[config.mk]
export PLATFORM = sky130hd
export DESIGN_NAME = ias_sequencer
export DESIGN_NICKNAME = d
export VERILOG_FILES = /design/src/verilog/ias_pacer.v /design/src/verilog/ias_sequencer.v
export VERILOG_INCLUDE_DIRS = /design/src /design/src/verilog
export SDC_FILE = /design/constraint.sdc
export NUM_CORES = 1
export LEC_CHECK = 0
export ABC_AREA = 1
export ABC_CLOCK_PERIOD_IN_PS = 13040
export BUFFER_PORTS_ARGS = -buffer_cell sky130_fd_sc_hd__buf_2
export CAP_MARGIN = 40
export CORE_ASPECT_RATIO = 0.6
export CORE_MARGIN = 2
export CORE_UTILIZATION = 35
export DETAILED_ROUTE_END_ITERATION = 8
export GPL_ROUTABILITY_DRIVEN = 0
export SYNTH_ARGS = -nofsm -noshare
export SYNTH_HDL_FRONTEND = slang
export SYNTH_SLANG_ARGS = --single-unit
[constraint.sdc]
create_clock -name i_clk -period 13.04 [get_ports i_clk]
set_clock_uncertainty 0.2 [all_clocks]
set_input_delay 2.608 -clock i_clk [delete_from_list [all_inputs] [get_ports i_clk]]
set_output_delay 2.608 -clock i_clk [all_outputs]
set_load 0.03 [all_outputs]
[src/verilog/ias_defines.vh]
// Purpose: Register map and field layout of the acquisition sequencer.
// Assumes: 32-bit classic Wishbone, byte addresses, word aligned.
// Notes: Reset values are the settings after power up.
`ifndef IAS_DEFINES_VH
`define IAS_DEFINES_VH

// ----------------------------------------
// Register byte offsets
// ----------------------------------------
`define IAS_A_CTRL 8'h00
`define IAS_A_CMD 8'h04
`define IAS_A_MFT 8'h08
`define IAS_A_BLEN 8'h0c
`define IAS_A_FPACE 8'h10
`define IAS_A_LPACE 8'h14
`define IAS_A_WIDTH 8'h18
`define IAS_A_HEIGHT 8'h1c
`define IAS_A_EXPO 8'h20
`define IAS_A_SEL 8'h24
`define IAS_A_STAT 8'h28
`define IAS_A_FCNT 8'h2c

// ----------------------------------------
// Control fields
// ----------------------------------------
`define IAS_C_MODE 1:0
`define IAS_C_LSCAN 2
`define IAS_C_FTRIG 3
`define IAS_C_GBEGIN 4
`define IAS_C_GFINISH 5
`define IAS_C_GLEVEL 6
`define IAS_C_ATRIG 7
`define IAS_MODE_ONE 2'h0
`define IAS_MODE_COUNTED 2'h1
`define IAS_MODE_CONT 2'h2

// ----------------------------------------
// Command bits
// ----------------------------------------
`define IAS_K_ARM 0
`define IAS_K_BEGIN 1
`define IAS_K_HALT 2
`define IAS_K_KILL 3

// ----------------------------------------
// Reset values
// ----------------------------------------
`define IAS_R_CTRL 8'h02
`define IAS_R_COUNT 16'h0001
`define IAS_R_FPACE 32'h00004e20
`define IAS_R_LPACE 32'h00000100
`define IAS_R_WIDTH 16'h0010
`define IAS_R_HEIGHT 16'h0004
`define IAS_R_EXPO 32'h00000010

`endif

[src/verilog/ias_pacer.v]
// Purpose: Internal rate timer giving one tick per programmed period.
// Assumes: Period in clock cycles; zero acts as one.
// Notes: Counting restarts whenever run is low.
`include "ias_defines.vh"

module ias_pacer (
    // Clock and reset
    input wire i_clk,
    input wire i_rstn,
    // Control
    input wire i_run,
    input wire [31:0] i_period,
    // Tick
    output reg o_tick
);

    reg [31:0] cnt_reg;

    always @(posedge i_clk or negedge i_rstn) begin
        if (!i_rstn) begin
            cnt_reg <= 32'h00000000;
            o_tick <= 1'b0;
        end else if (!i_run) begin
            cnt_reg <= 32'h00000000;
            o_tick <= 1'b0;
        end else if (cnt_reg + 32'h00000001 >= i_period) begin
            cnt_reg <= 32'h00000000;
            o_tick <= 1'b1;
        end else begin
            cnt_reg <= cnt_reg + 32'h00000001;
            o_tick <= 1'b0;
        end
    end

endmodule

[src/verilog/ias_sequencer.v]
// Purpose: Acquisition, burst and frame sequencer with Wishbone registers.
// Assumes: Trigger pins are asynchronous; i_xfer_done is on i_clk.
// Notes: Settings are latched at arm or start and frozen while capturing.
//
// Chosen here: register access over Wishbone and the register offsets.
`include "ias_defines.vh"

// Behaviour
// Frame is exposure then readout of all lines
// Transfer may outlast readout, not frame
// Line-scan exposes and reads every line
// Acquisition transfer spans first to last frame
// Burst transfer spans its first to last
// Burst triggers split acquisition into bursts
// Begin-only burst captures burst length frames
// Begin and finish triggers delimit bursts
// Level trigger captures only while asserted
// Counted mode captures exact total then ends
// One-shot one frame; continuous until halt
// Arm validates and freezes settings
// Start validates unless already validated
// Triggers ignored until start issued
// Halt finishes current frame then ends
// Halt while waiting cancels pending frame
// Kill ends capture at once, anytime
// Untriggered frames paced by frame rate
// Untriggered lines paced by line rate
// Selector returns live status signal level
// After end, return idle, clear activity
module ias_sequencer #(
    parameter CW = 16
) (
    // Clock and reset
    input wire i_clk,
    input wire i_rstn,
    // Wishbone slave
    input wire i_wb_cyc,
    input wire i_wb_stb,
    input wire i_wb_we,
    input wire [7:0] i_wb_adr,
    input wire [3:0] i_wb_sel,
    input wire [31:0] i_wb_dat,
    output reg [31:0] o_wb_dat,
    output reg o_wb_ack,
    // Trigger pins
    input wire i_acq_trig,
    input wire i_image_trig,
    input wire i_group_begin_trigger,
    input wire i_group_finish_trigger,
    input wire i_group_level_trigger,
    // Sensor and transfer path
    input wire i_xfer_done,
    output reg o_exposing_now,
    output reg o_readout,
    output reg o_capture_transferring,
    output reg o_burst_transferring
);

    // ----------------------------------------
    // States
    // ----------------------------------------
    localparam S_IDLE = 6'h01;
    localparam S_WACQ = 6'h02;
    localparam S_WFRM = 6'h04;
    localparam S_WLIN = 6'h08;
    localparam S_EXPO = 6'h10;
    localparam S_READ = 6'h20;

    function last;
        input [CW-1:0] cnt;
        input [CW-1:0] n;
        begin
            last = (cnt + {{(CW-1){1'b0}}, 1'b1} >= n);
        end
    endfunction

    // ----------------------------------------
    // Settings and bus
    // ----------------------------------------
    reg [7:0] ctrl_reg;
    reg [CW-1:0] mft_reg, blen_reg, width_reg, height_reg;
    reg [31:0] fpace_reg, lpace_reg, expo_reg;
    reg [2:0] sel_reg;
    reg [7:0] l_ctrl_reg;
    reg [CW-1:0] l_mft_reg, l_blen_reg, l_width_reg, l_height_reg;
    reg [31:0] l_fpace_reg, l_lpace_reg, l_expo_reg;
    reg valid_reg, err_reg;
    reg [CW-1:0] fcnt_reg;

    wire req = i_wb_cyc & i_wb_stb & ~o_wb_ack;
    wire wr = req & i_wb_we & i_wb_sel[0];
    wire set_wr = wr & (i_wb_adr == `IAS_A_CTRL || i_wb_adr == `IAS_A_MFT ||
        i_wb_adr == `IAS_A_BLEN || i_wb_adr == `IAS_A_FPACE ||
        i_wb_adr == `IAS_A_LPACE || i_wb_adr == `IAS_A_WIDTH ||
        i_wb_adr == `IAS_A_HEIGHT || i_wb_adr == `IAS_A_EXPO);
    wire cmd_wr = wr & (i_wb_adr == `IAS_A_CMD);
    wire c_arm = cmd_wr & i_wb_dat[`IAS_K_ARM];
    wire c_begin = cmd_wr & i_wb_dat[`IAS_K_BEGIN];
    wire c_halt = cmd_wr & i_wb_dat[`IAS_K_HALT];
    wire c_kill = cmd_wr & i_wb_dat[`IAS_K_KILL];
    wire ok = (width_reg != 0) && (height_reg != 0) && (mft_reg != 0) &&
        (blen_reg != 0) && (ctrl_reg[`IAS_C_MODE] != 2'h3);

    reg [5:0] state_reg;
    wire idle = (state_reg == S_IDLE);

    always @(posedge i_clk or negedge i_rstn) begin
        if (!i_rstn) begin
            ctrl_reg <= `IAS_R_CTRL;
            mft_reg <= `IAS_R_COUNT;
            blen_reg <= `IAS_R_COUNT;
            fpace_reg <= `IAS_R_FPACE;
            lpace_reg <= `IAS_R_LPACE;
            width_reg <= `IAS_R_WIDTH;
            height_reg <= `IAS_R_HEIGHT;
            expo_reg <= `IAS_R_EXPO;
            sel_reg <= 3'h0;
        end else if (wr) begin
            case (i_wb_adr)
                `IAS_A_CTRL: ctrl_reg <= i_wb_dat[7:0];
                `IAS_A_MFT: mft_reg <= i_wb_dat[CW-1:0];
                `IAS_A_BLEN: blen_reg <= i_wb_dat[CW-1:0];
                `IAS_A_FPACE: fpace_reg <= i_wb_dat;
                `IAS_A_LPACE: lpace_reg <= i_wb_dat;
                `IAS_A_WIDTH: width_reg <= i_wb_dat[CW-1:0];
                `IAS_A_HEIGHT: height_reg <= i_wb_dat[CW-1:0];
                `IAS_A_EXPO: expo_reg <= i_wb_dat;
                `IAS_A_SEL: sel_reg <= i_wb_dat[2:0];
                default: sel_reg <= sel_reg;
            endcase
        end
    end

    // Validation and freezing of the settings.
    wire do_latch = idle & ok & (c_arm | (c_begin & ~valid_reg)); // see
    always @(posedge i_clk or negedge i_rstn) begin
        if (!i_rstn) begin
            valid_reg <= 1'b0;
            err_reg <= 1'b0;
            l_ctrl_reg <= `IAS_R_CTRL;
            l_mft_reg <= `IAS_R_COUNT;
            l_blen_reg <= `IAS_R_COUNT;
            l_fpace_reg <= `IAS_R_FPACE;
            l_lpace_reg <= `IAS_R_LPACE;
            l_width_reg <= `IAS_R_WIDTH;
            l_height_reg <= `IAS_R_HEIGHT;
            l_expo_reg <= `IAS_R_EXPO;
        end else begin
            if (do_latch) begin
                l_ctrl_reg <= ctrl_reg;
                l_mft_reg <= mft_reg;
                l_blen_reg <= blen_reg;
                l_fpace_reg <= fpace_reg;
                l_lpace_reg <= lpace_reg;
                l_width_reg <= width_reg;
                l_height_reg <= height_reg;
                l_expo_reg <= expo_reg;
            end
            if (set_wr)
                valid_reg <= 1'b0;
            else if (do_latch)
                valid_reg <= 1'b1;
            if (idle & (c_arm | c_begin) & ~valid_reg)
                err_reg <= ~ok;
        end
    end

    // ----------------------------------------
    // Trigger synchronisers
    // ----------------------------------------
    reg [4:0] s1_reg, s2_reg, s3_reg;
    always @(posedge i_clk or negedge i_rstn) begin
        if (!i_rstn) begin
            s1_reg <= 5'h00;
            s2_reg <= 5'h00;
            s3_reg <= 5'h00;
        end else begin
            s1_reg <= {i_group_level_trigger, i_group_finish_trigger,
                i_group_begin_trigger, i_image_trig, i_acq_trig};
            s2_reg <= s1_reg;
            s3_reg <= s2_reg;
        end
    end
    wire [4:0] rise = s2_reg & ~s3_reg;
    wire level_on = s2_reg[4];

    // ----------------------------------------
    // Pacing timers
    // ----------------------------------------
    wire ftick, ltick;
    wire trig_off = ~l_ctrl_reg[`IAS_C_FTRIG];
    ias_pacer u_fpace (
        .i_clk(i_clk),
        .i_rstn(i_rstn),
        .i_run(~idle & trig_off),
        .i_period(l_fpace_reg),
        .o_tick(ftick)
    );
    ias_pacer u_lpace (
        .i_clk(i_clk),
        .i_rstn(i_rstn),
        .i_run(~idle & trig_off),
        .i_period(l_lpace_reg),
        .o_tick(ltick)
    );

    // ----------------------------------------
    // Sequencer
    // ----------------------------------------
    reg [CW-1:0] line_reg, pix_reg, bcnt_reg;
    reg [31:0] ecnt_reg;
    reg halt_reg, burst_reg, fin_reg, fdue_reg;
    reg [7:0] pend_reg;

    wire gb_en = l_ctrl_reg[`IAS_C_GBEGIN];
    wire gf_en = l_ctrl_reg[`IAS_C_GFINISH];
    wire gl_en = l_ctrl_reg[`IAS_C_GLEVEL];
    wire burst_mode = gb_en | gl_en;
    wire burst_open = gl_en ? level_on : burst_reg;
    wire fgo = trig_off ? (fdue_reg | ftick) : rise[1];
    wire lgo = trig_off ? ltick : 1'b1;
    wire first_exp = l_ctrl_reg[`IAS_C_LSCAN] | (line_reg == 0);
    wire line_end = (state_reg == S_READ) & last(pix_reg, l_width_reg);
    wire frame_end = line_end & last(line_reg, l_height_reg);
    wire [1:0] mode = l_ctrl_reg[`IAS_C_MODE];
    wire count_hit = (mode == `IAS_MODE_ONE) |
        ((mode == `IAS_MODE_COUNTED) & last(fcnt_reg, l_mft_reg));
    wire bl_hit = gb_en & ~gf_en & ~gl_en & last(bcnt_reg, l_blen_reg);
    wire rd_start = (state_reg != S_READ) & (state_reg != S_IDLE) &
        (state_reg != S_WACQ) & (state_reg != S_WFRM) &
        ((state_reg == S_EXPO) ? (ecnt_reg + 32'h00000001 >= l_expo_reg) :
        (lgo & ~(first_exp & (l_expo_reg != 0))));
    wire pend_dn = i_xfer_done & (pend_reg != 0);

    always @(posedge i_clk or negedge i_rstn) begin
        if (!i_rstn) begin
            state_reg <= S_IDLE;
            line_reg <= {CW{1'b0}};
            pix_reg <= {CW{1'b0}};
            bcnt_reg <= {CW{1'b0}};
            ecnt_reg <= 32'h00000000;
            fcnt_reg <= {CW{1'b0}};
            halt_reg <= 1'b0;
            burst_reg <= 1'b0;
            fin_reg <= 1'b0;
            fdue_reg <= 1'b0;
        end else if (c_kill) begin
            state_reg <= S_IDLE; // see
            burst_reg <= 1'b0;
            halt_reg <= 1'b0;
            fdue_reg <= 1'b0;
        end else begin
            if (ftick & (state_reg != S_WFRM))
                fdue_reg <= 1'b1;
            else if (state_reg == S_WFRM && fgo)
                fdue_reg <= 1'b0;
            if (c_halt & ~idle)
                halt_reg <= 1'b1;
            if (gb_en & gf_en & rise[3] & burst_reg)
                fin_reg <= 1'b1;
            case (state_reg)
                S_IDLE: begin
                    halt_reg <= 1'b0;
                    fin_reg <= 1'b0;
                    burst_reg <= 1'b0;
                    fdue_reg <= 1'b0;
                    if (c_begin)
                        fcnt_reg <= {CW{1'b0}};
                    if (c_begin & (valid_reg | ok))
                        state_reg <= l_ctrl_reg[`IAS_C_ATRIG] & valid_reg ? S_WACQ :
                            (ctrl_reg[`IAS_C_ATRIG] ? S_WACQ : S_WFRM);
                end
                S_WACQ: begin
                    if (c_halt)
                        state_reg <= S_IDLE;
                    else if (rise[0])
                        state_reg <= S_WFRM;
                end
                S_WFRM: begin
                    if (c_halt | halt_reg)
                        state_reg <= S_IDLE;
                    else if (burst_mode & ~gl_en & ~burst_reg) begin
                        if (rise[2]) begin
                            burst_reg <= 1'b1;
                            bcnt_reg <= {CW{1'b0}};
                        end
                    end else if (fin_reg) begin
                        burst_reg <= 1'b0;
                        fin_reg <= 1'b0;
                    end else if (fgo & (~burst_mode | burst_open)) begin
                        line_reg <= {CW{1'b0}};
                        state_reg <= S_WLIN;
                    end
                end
                S_WLIN: begin
                    ecnt_reg <= 32'h00000000;
                    pix_reg <= {CW{1'b0}};
                    if (rd_start)
                        state_reg <= S_READ;
                    else if (lgo)
                        state_reg <= S_EXPO;
                end
                S_EXPO: begin
                    ecnt_reg <= ecnt_reg + 32'h00000001;
                    if (rd_start)
                        state_reg <= S_READ;
                end
                S_READ: begin
                    pix_reg <= pix_reg + {{(CW-1){1'b0}}, 1'b1};
                    if (frame_end) begin
                        fcnt_reg <= fcnt_reg + {{(CW-1){1'b0}}, 1'b1};
                        bcnt_reg <= bcnt_reg + {{(CW-1){1'b0}}, 1'b1};
                        if (bl_hit)
                            burst_reg <= 1'b0;
                        if (halt_reg | c_halt | count_hit)
                            state_reg <= S_IDLE; // see
                        else
                            state_reg <= S_WFRM;
                    end else if (line_end) begin
                        line_reg <= line_reg + {{(CW-1){1'b0}}, 1'b1};
                        state_reg <= S_WLIN;
                    end
                end
                default: state_reg <= S_IDLE;
            endcase
        end
    end

    // ----------------------------------------
    // Transfer tracking
    // ----------------------------------------
    wire rd_begin = rd_start & (line_reg == 0) & ~c_kill;
    always @(posedge i_clk or negedge i_rstn) begin
        if (!i_rstn) begin
            pend_reg <= 8'h00;
            o_capture_transferring <= 1'b0;
            o_burst_transferring <= 1'b0;
        end else if (c_kill) begin
            pend_reg <= 8'h00;
            o_capture_transferring <= 1'b0;
            o_burst_transferring <= 1'b0;
        end else begin
            // Transfer starts with readout and ends apart from the frame.
            pend_reg <= pend_reg + {7'h00, rd_begin} - {7'h00, pend_dn};
            if (rd_begin)
                o_capture_transferring <= 1'b1;
            else if (idle & (pend_reg == 0))
                o_capture_transferring <= 1'b0;
            if (rd_begin & burst_mode)
                o_burst_transferring <= 1'b1;
            else if ((idle | ~burst_open) & (pend_reg == 0))
                o_burst_transferring <= 1'b0;
        end
    end

    // ----------------------------------------
    // Status and readback
    // ----------------------------------------
    wire [5:0] stat = {state_reg == S_EXPO,
        (state_reg == S_WLIN) | (state_reg == S_EXPO) | (state_reg == S_READ),
        state_reg == S_WFRM, o_capture_transferring,
        ~idle & (state_reg != S_WACQ), state_reg == S_WACQ};
    reg [31:0] rd;
    always @* begin
        case (i_wb_adr)
            `IAS_A_CTRL: rd = {24'h000000, ctrl_reg};
            `IAS_A_MFT: rd = {{(32-CW){1'b0}}, mft_reg};
            `IAS_A_BLEN: rd = {{(32-CW){1'b0}}, blen_reg};
            `IAS_A_FPACE: rd = fpace_reg;
            `IAS_A_LPACE: rd = lpace_reg;
            `IAS_A_WIDTH: rd = {{(32-CW){1'b0}}, width_reg};
            `IAS_A_HEIGHT: rd = {{(32-CW){1'b0}}, height_reg};
            `IAS_A_EXPO: rd = expo_reg;
            `IAS_A_SEL: rd = {29'h00000000, sel_reg};
            `IAS_A_STAT: rd = {23'h000000, err_reg, valid_reg, stat,
                (sel_reg < 3'h6) ? stat[sel_reg] : 1'b0};
            `IAS_A_FCNT: rd = {{(32-CW){1'b0}}, fcnt_reg};
            default: rd = 32'h00000000;
        endcase
    end

    always @(posedge i_clk or negedge i_rstn) begin
        if (!i_rstn) begin
            o_wb_ack <= 1'b0;
            o_wb_dat <= 32'h00000000;
            o_exposing_now <= 1'b0;
            o_readout <= 1'b0;
        end else begin
            o_wb_ack <= req;
            o_wb_dat <= req ? rd : 32'h00000000;
            o_exposing_now <= (state_reg == S_EXPO) & ~c_kill & ~rd_start;
            o_readout <= ((state_reg == S_READ) & ~line_end | rd_start) & ~c_kill;
        end
    end

endmodule
Yosys cells after proc, flatten, opt, wreduce, memory -nomap -nowiden

Cells that the tools add are included.

Output and inout port bits: 37
Bits in latches: 0
Logic and storage cells: 314
Bits in writable memories: 0
Memories kept: 0
Memory bits (read-only): 0
Register bits after elaboration: 572

Muxes and demuxes: 80
Shift-type cells: 0
Multiply operators: 0
Order comparisons: 9
Add/subtract/negate cells: 9
Bitwise operators: 79
Equality and inequality tests: 46
Reduce and logical (&&, ||, !) cells: 48
Div/mod/pow operators: 0

Operator list:

| operator                                                              | number |
|---|---|
| 32-bit case mux with 11 select lines                                  | 1 |
| 16-bit two-way mux                                                    | 12 |
| 32-bit two-way mux                                                    | 5 |
| 16-bit case mux with 2 select lines                                   | 4 |
| 32-bit by 1-bit adder with 32-bit output, second input constant       | 3 |
| 32-bit >= comparator                                                  | 3 |
| 6-bit two-way mux                                                     | 13 |
| 16-bit by 1-bit adder with 16-bit output, second input constant       | 4 |
| 16-bit >= comparator                                                  | 4 |
| 32-bit case mux with 2 select lines                                   | 1 |
| 16-bit nonzero test                                                   | 4 |
| 1-bit bitwise AND                                                     | 49 |
| 1-bit two-way mux                                                     | 36 |
| 6-bit case mux with 6 select lines                                    | 1 |
| 8-bit by 5-bit equality test with 1-bit output, second input constant | 4 |
| 8-bit by 6-bit equality test with 1-bit output, second input constant | 4 |
| 32-bit nonzero test                                                   | 1 |
| 2-bit AND reduction                                                   | 11 |
| 4-bit inequality test, second input constant                          | 5 |
| 2-bit inequality test, second input constant                          | 9 |
| 8-bit by 4-bit equality test with 1-bit output, second input constant | 2 |
| 16-bit zero test                                                      | 1 |
| 8-bit zero test                                                       | 2 |
| 8-bit AND reduction                                                   | 2 |
| 39 further kinds                                                      | 90 |

Logic depth before layout (Yosys ltp)

Word-level depth: 12
Gate-level depth with buffers: 32
Depth with buffers taken out: 32

Cells and area by module

A second synthesis with hierarchy kept.

Cell total of the unflattened synthesis: 3,968
Area total of the unflattened synthesis: 31,460.2 sq um

By module, submodules not included:

| module        | sequential area each (sq um) | times used | area an instance (sq um) | cells each |
|---|---|---|---|---|
| ias_sequencer | 12,693.4                     | 1          | 25,361.8                 | 3,078 |
| ias_pacer     | 825.8                        | 2          | 3,049.2                  | 445 |

Least setup slack after synthesis

No wires, ideal clock.

Path kind: input to register
From: input port i_wb_adr[6]
To: register pend_reg[6]
Path slack: 7,546 ps
Setup time: 126 ps
Buffers on the path: 1
Arrival time: 5,168 ps
Stages: 21
Cell sequence: inv_1 nand2_1 nor3_4 inv_2 nor2_4 nand2_2 nor2_4 inv_2 clkbuf_1 nand4_1 ha_1 inv_1 ha_1 fa_1 nand3_1 and2_1 inv_1 a21oi_1 o21ai_0 o21ai_0 a21oi_1

Word-level cells in the longest chain between the ends: 8

Ends and longest elaborated chain:

| item                                                                | line                | text |
|---|---|---|
| from (decl)                                                         | ias_sequencer.v:40  | `input wire [7:0] i_wb_adr,` |
| 8-bit by 3-bit equality test with 1-bit output (no source line) (*) | --                  |  |
| 1-bit bitwise AND (*)                                               | ias_sequencer.v:96  | `` wire cmd_wr = wr & (i_wb_adr == `IAS_A_CMD); `` |
| 1-bit bitwise AND (*)                                               | ias_sequencer.v:100 | `` wire c_kill = cmd_wr & i_wb_dat[`IAS_K_KILL]; `` |
| 1-bit NOT (no source line)                                          | --                  |  |
| 1-bit bitwise AND                                                   | ias_sequencer.v:332 | `wire rd_begin = rd_start & (line_reg == 0) & ~c_kill;` |
| 8-bit by 1-bit adder with 8-bit output                              | ias_sequencer.v:344 | `pend_reg <= pend_reg + {7'h00, rd_begin} - {7'h00, pend_dn};` |
| 8-bit by 1-bit subtractor with 8-bit output                         | ias_sequencer.v:344 |  |
| 8-bit two-way mux (*)                                               | ias_sequencer.v:338 | `end else if (c_kill) begin` |
| to (signal assigned)                                                | ias_sequencer.v:344 |  |
| to (decl)                                                           | ias_sequencer.v:213 | `reg [7:0] pend_reg;` |

Every way passes the cells marked *; elsewhere a longest branch is shown, timed or not.
A chain may end at the register's enable or synchronous reset.

Worst setup path in the final report

From: register ecnt_reg[0]
To: register pend_reg[6]

Word-level cells in the longest chain between the ends: 9

Ends and longest elaborated chain:

| item                                        | line                | text |
|---|---|---|
| from (decl)                                 | ias_sequencer.v:211 | `reg [31:0] ecnt_reg;` |
| from (signal assigned)                      | ias_sequencer.v:304 | `ecnt_reg <= ecnt_reg + 32'h00000001;` |
| 32-bit by 1-bit adder with 32-bit output    | ias_sequencer.v:231 | `((state_reg == S_EXPO) ? (ecnt_reg + 32'h00000001 >= l_expo_reg) :` |
| 32-bit >= comparator                        | ias_sequencer.v:231 |  |
| 1-bit two-way mux                           | ias_sequencer.v:231 |  |
| 1-bit bitwise AND                           | ias_sequencer.v:230 | `(state_reg != S_WACQ) & (state_reg != S_WFRM) &` |
| 1-bit bitwise AND (2 in series)             | ias_sequencer.v:332 |  |
| 8-bit by 1-bit adder with 8-bit output      | ias_sequencer.v:344 |  |
| 8-bit by 1-bit subtractor with 8-bit output | ias_sequencer.v:344 |  |
| 8-bit two-way mux                           | ias_sequencer.v:338 |  |

No other way between the ends.

==> impl_metrics.yaml <==
power_and_ir_drop:
  p_leak_nw: 16.46
  power.internal_mw: 3.053
  p_per_area_mw_per_mm2: 125.3
  power_frac_comb: 0.153
  swShare: 0.2902
  p_sw_mw: 1.248
  vdd_ir_drop_max_mv: 0.1286
  p_clk_frac: 0.406
  p_seq_frac: 0.440
die:
  fp-row-count: 83
  core_area_sq_mm: 0.08609
  die_h_um: 233.0
  io_pins: 92
  start_util: 0.3554
  die_w_um: 385.7
  die_area_sq_mm: 0.08988
clock_network:
  cts_sinks: 572
  cts_root_buffer: "clkbuf_16"
  insertion_delay_ns: 0.67
  cts_resized: 0
  post_cts_buffers: 0
  path_clk_slew_ns: 0.06
  htree_num_levels: 2
  tritoncts: "done"
  holdBufCountCts: 0
  cts_made_buffers: 57
  ctsLongestPathBuffers: 3
synthesis:
  ys_seq_area_frac: 0.4688
  synth_top_cell_area_share: 0.4474
  synth-seq-cells: 572
  syn_avg_cell_area_sq_um: 8.249
  syn_nets: 3944
  async_flop_share: 1.000
  synthFlopType: "dfrtp_1"
  synth.cell_area_sq_mm: 0.03060
  ys_warn_count: 0
  yosys-top-cells-area: "dfrtp_1, nand2_1, inv_1, ha_1, o21ai_0"
  ys_types: 58
  synth_top_area_cell: "dfrtp_1"
  postSynthCellCount: 3709
  synth_edf_count: 0
placement:
  hpwl_um: 65620
  port_buffers: 88
critical_path:
  path_max_fanout: 5
  worst_setup_path_start_kind: "flop"
  criticalPathCategory: "flop to flop"
  slowest_delay_ns: 0.43
  arrival_ns: 5.97
  cp_slowest_cell: "dfrtp_1"
  cp-end-kind: "flop"
  required_ns: 13.35
timing:
  maxSlewHeadroom: 0.3143
  grt_setup_unrepaired: "no"
  tns_ns: 0
  timing.final.crit_share: 0.4340
  min_period_ns: 5.660
  fmax_ghz: 0.1767
  hold_viol: 0
  tightest_slew_ns: 1.028
  finalMaxSlewViolations: 0
  setup_viol: 0
cells_and_area:
  final_common_cell: "nand2_1"
  drive_above_1_share: 0.08050
  utilization: 0.3987
  area_growth_pct: 12.17
  fin_nets: 4015
  final_cell_mix: "nand2_1, inv_1, dfrtp_1"
global_routing:
  grt_max_degree: 179
  grt_antenna_before_repair: 3
  grt_pass1_vias: 23100
  track_usage: 0.1970
  grt_pass1_wl_um: 137500
  overflow: 0
drt:
  detail-route-antenna-nets: 0
  drc: 0
  drt_iter0_markers: 2894
  wire_per_inst_um: 17.63
  firstDrtPassIters: 6
  num_vias: 24860
  wirelength_um: 87720
  drt-vias-per-instance: 4.997
outcome:
  status: "complete, no violations"
job:
  drv_cap: 0
hold_path:
  worstHoldPathType: "flop to flop"
-- final cells by class --
cell class              instances  area (sq um)
multi-input cells            2359         13190
inverters                     674          2530
repair buffers                116         833.3
clock buffers                  82          1682
well taps                    1147          1435
clock inverters                23         302.8
diodes                          1         2.502
fillers                      8700         51770
flip-flops and latches        572         14350
-- per-stage QoR --
step / instances / power [mW] / worst slack, ns / area (sq um) / hold slack (ns)
final: 4974 / 4.301 / 7.380 / 34320 / 0.1492
after global routing: 4973 / 4.513 / 6.827 / 34320 / 0.1569
after CTS: 4973 / 4.333 / 7.329 / 34320 / 0.1532
after detailed placement: 4868 / 2.580 / 6.797 / 32330 / 0.1364
after global placement: 4859 / 2.545 / 6.825 / 32120 / 0.1380
after floorplan: 3709 / 2.353 / 7.546 / 30600 / 0.1312
-- final timing paths --
path / from / end / slack, ns / depth (start not counted)
worst max-delay path: ecnt_reg[0] / pend_reg[6] / 7.38 / 29
worst min-delay path: s1_reg[3] / s2_reg[3] / 0.15 / 0
worst max register to register: ecnt_reg[0] / pend_reg[6] / 7.38 / 29
worst min register to register: s1_reg[3] / s2_reg[3] / 0.15 / 0
max in group asynchronous: i_rstn / u_fpace.cnt_reg[26] / 8.86 / 3
min in group asynchronous: i_rstn / pend_reg[1] / 1.82 / 1
-- cell usage after synthesis, types with 5 or more instances --
cell and number:
nand4_1 51, nor3_1 63, a31oi_1 10, nand2_2 6
xnor2_1 7, a221oi_1 8, dfstp_2 25, o21a_1 7
o211ai_1 8, o31ai_1 5, nor3b_1 6, a21oi_1 106
buf_2 21, nand3_1 114, or2_2 12, nand2_1 773
o21ai_0 290, buf_6 15, nor4_1 16, xor2_1 102
dfrtp_1 547, nor2_2 10, o22ai_1 83, clkbuf_1 66
inv_2 11, nor2_4 7, a22o_1 7, mux2_1 39
nor3_2 5, inv_1 661, nor2_1 259, o21ai_1 133
o41ai_1 7, ha_1 179
-- logic make-up after synthesis --
| group | synth area share |
|---|---|
| compound gates | 0.1238 |
| xor+xnor | 0.03120 |
| fa+ha+maj | 0.07385 |
| buf+inv | 0.1002 |
| flops | 0.4688 |
| mux | 0.01435 |
| simple gates | 0.1877 |
-- routing by layer --
layer | up-vias | track usage | part of all wire
met5 | - | 0 | 0
met4 | 0 | 0.03234 | 0.014
met3 | 95 | 0.05468 | 0.097
met2 | 767 | 0.2480 | 0.36
met1 | 11900 | 0.3245 | 0.53
li1 | 12090 | - | -
-- power groups by stage --
stage	combinational [mW]	clock, mW	sequential [mW]
floorplan	0.438	0	1.91
global placement	0.622	0	1.92
detailed placement	0.656	0	1.92
CTS	0.659	1.78	1.89
global route	0.755	1.86	1.90
finish	0.659	1.75	1.89
-- critical path: cells and delay by family, from the launching register on --
kind	cells	cell delay (ns)
adder cells (fa/ha/maj)	5	1.46
flip-flops	1	0.43
buffers and inverters	3	0.17
XOR/XNOR	1	0.22
AND/OR/NAND/NOR	15	2.41
AO/OA/AOI/OAI	5	0.65
Note: power is estimated with default switching activity, not from simulation.
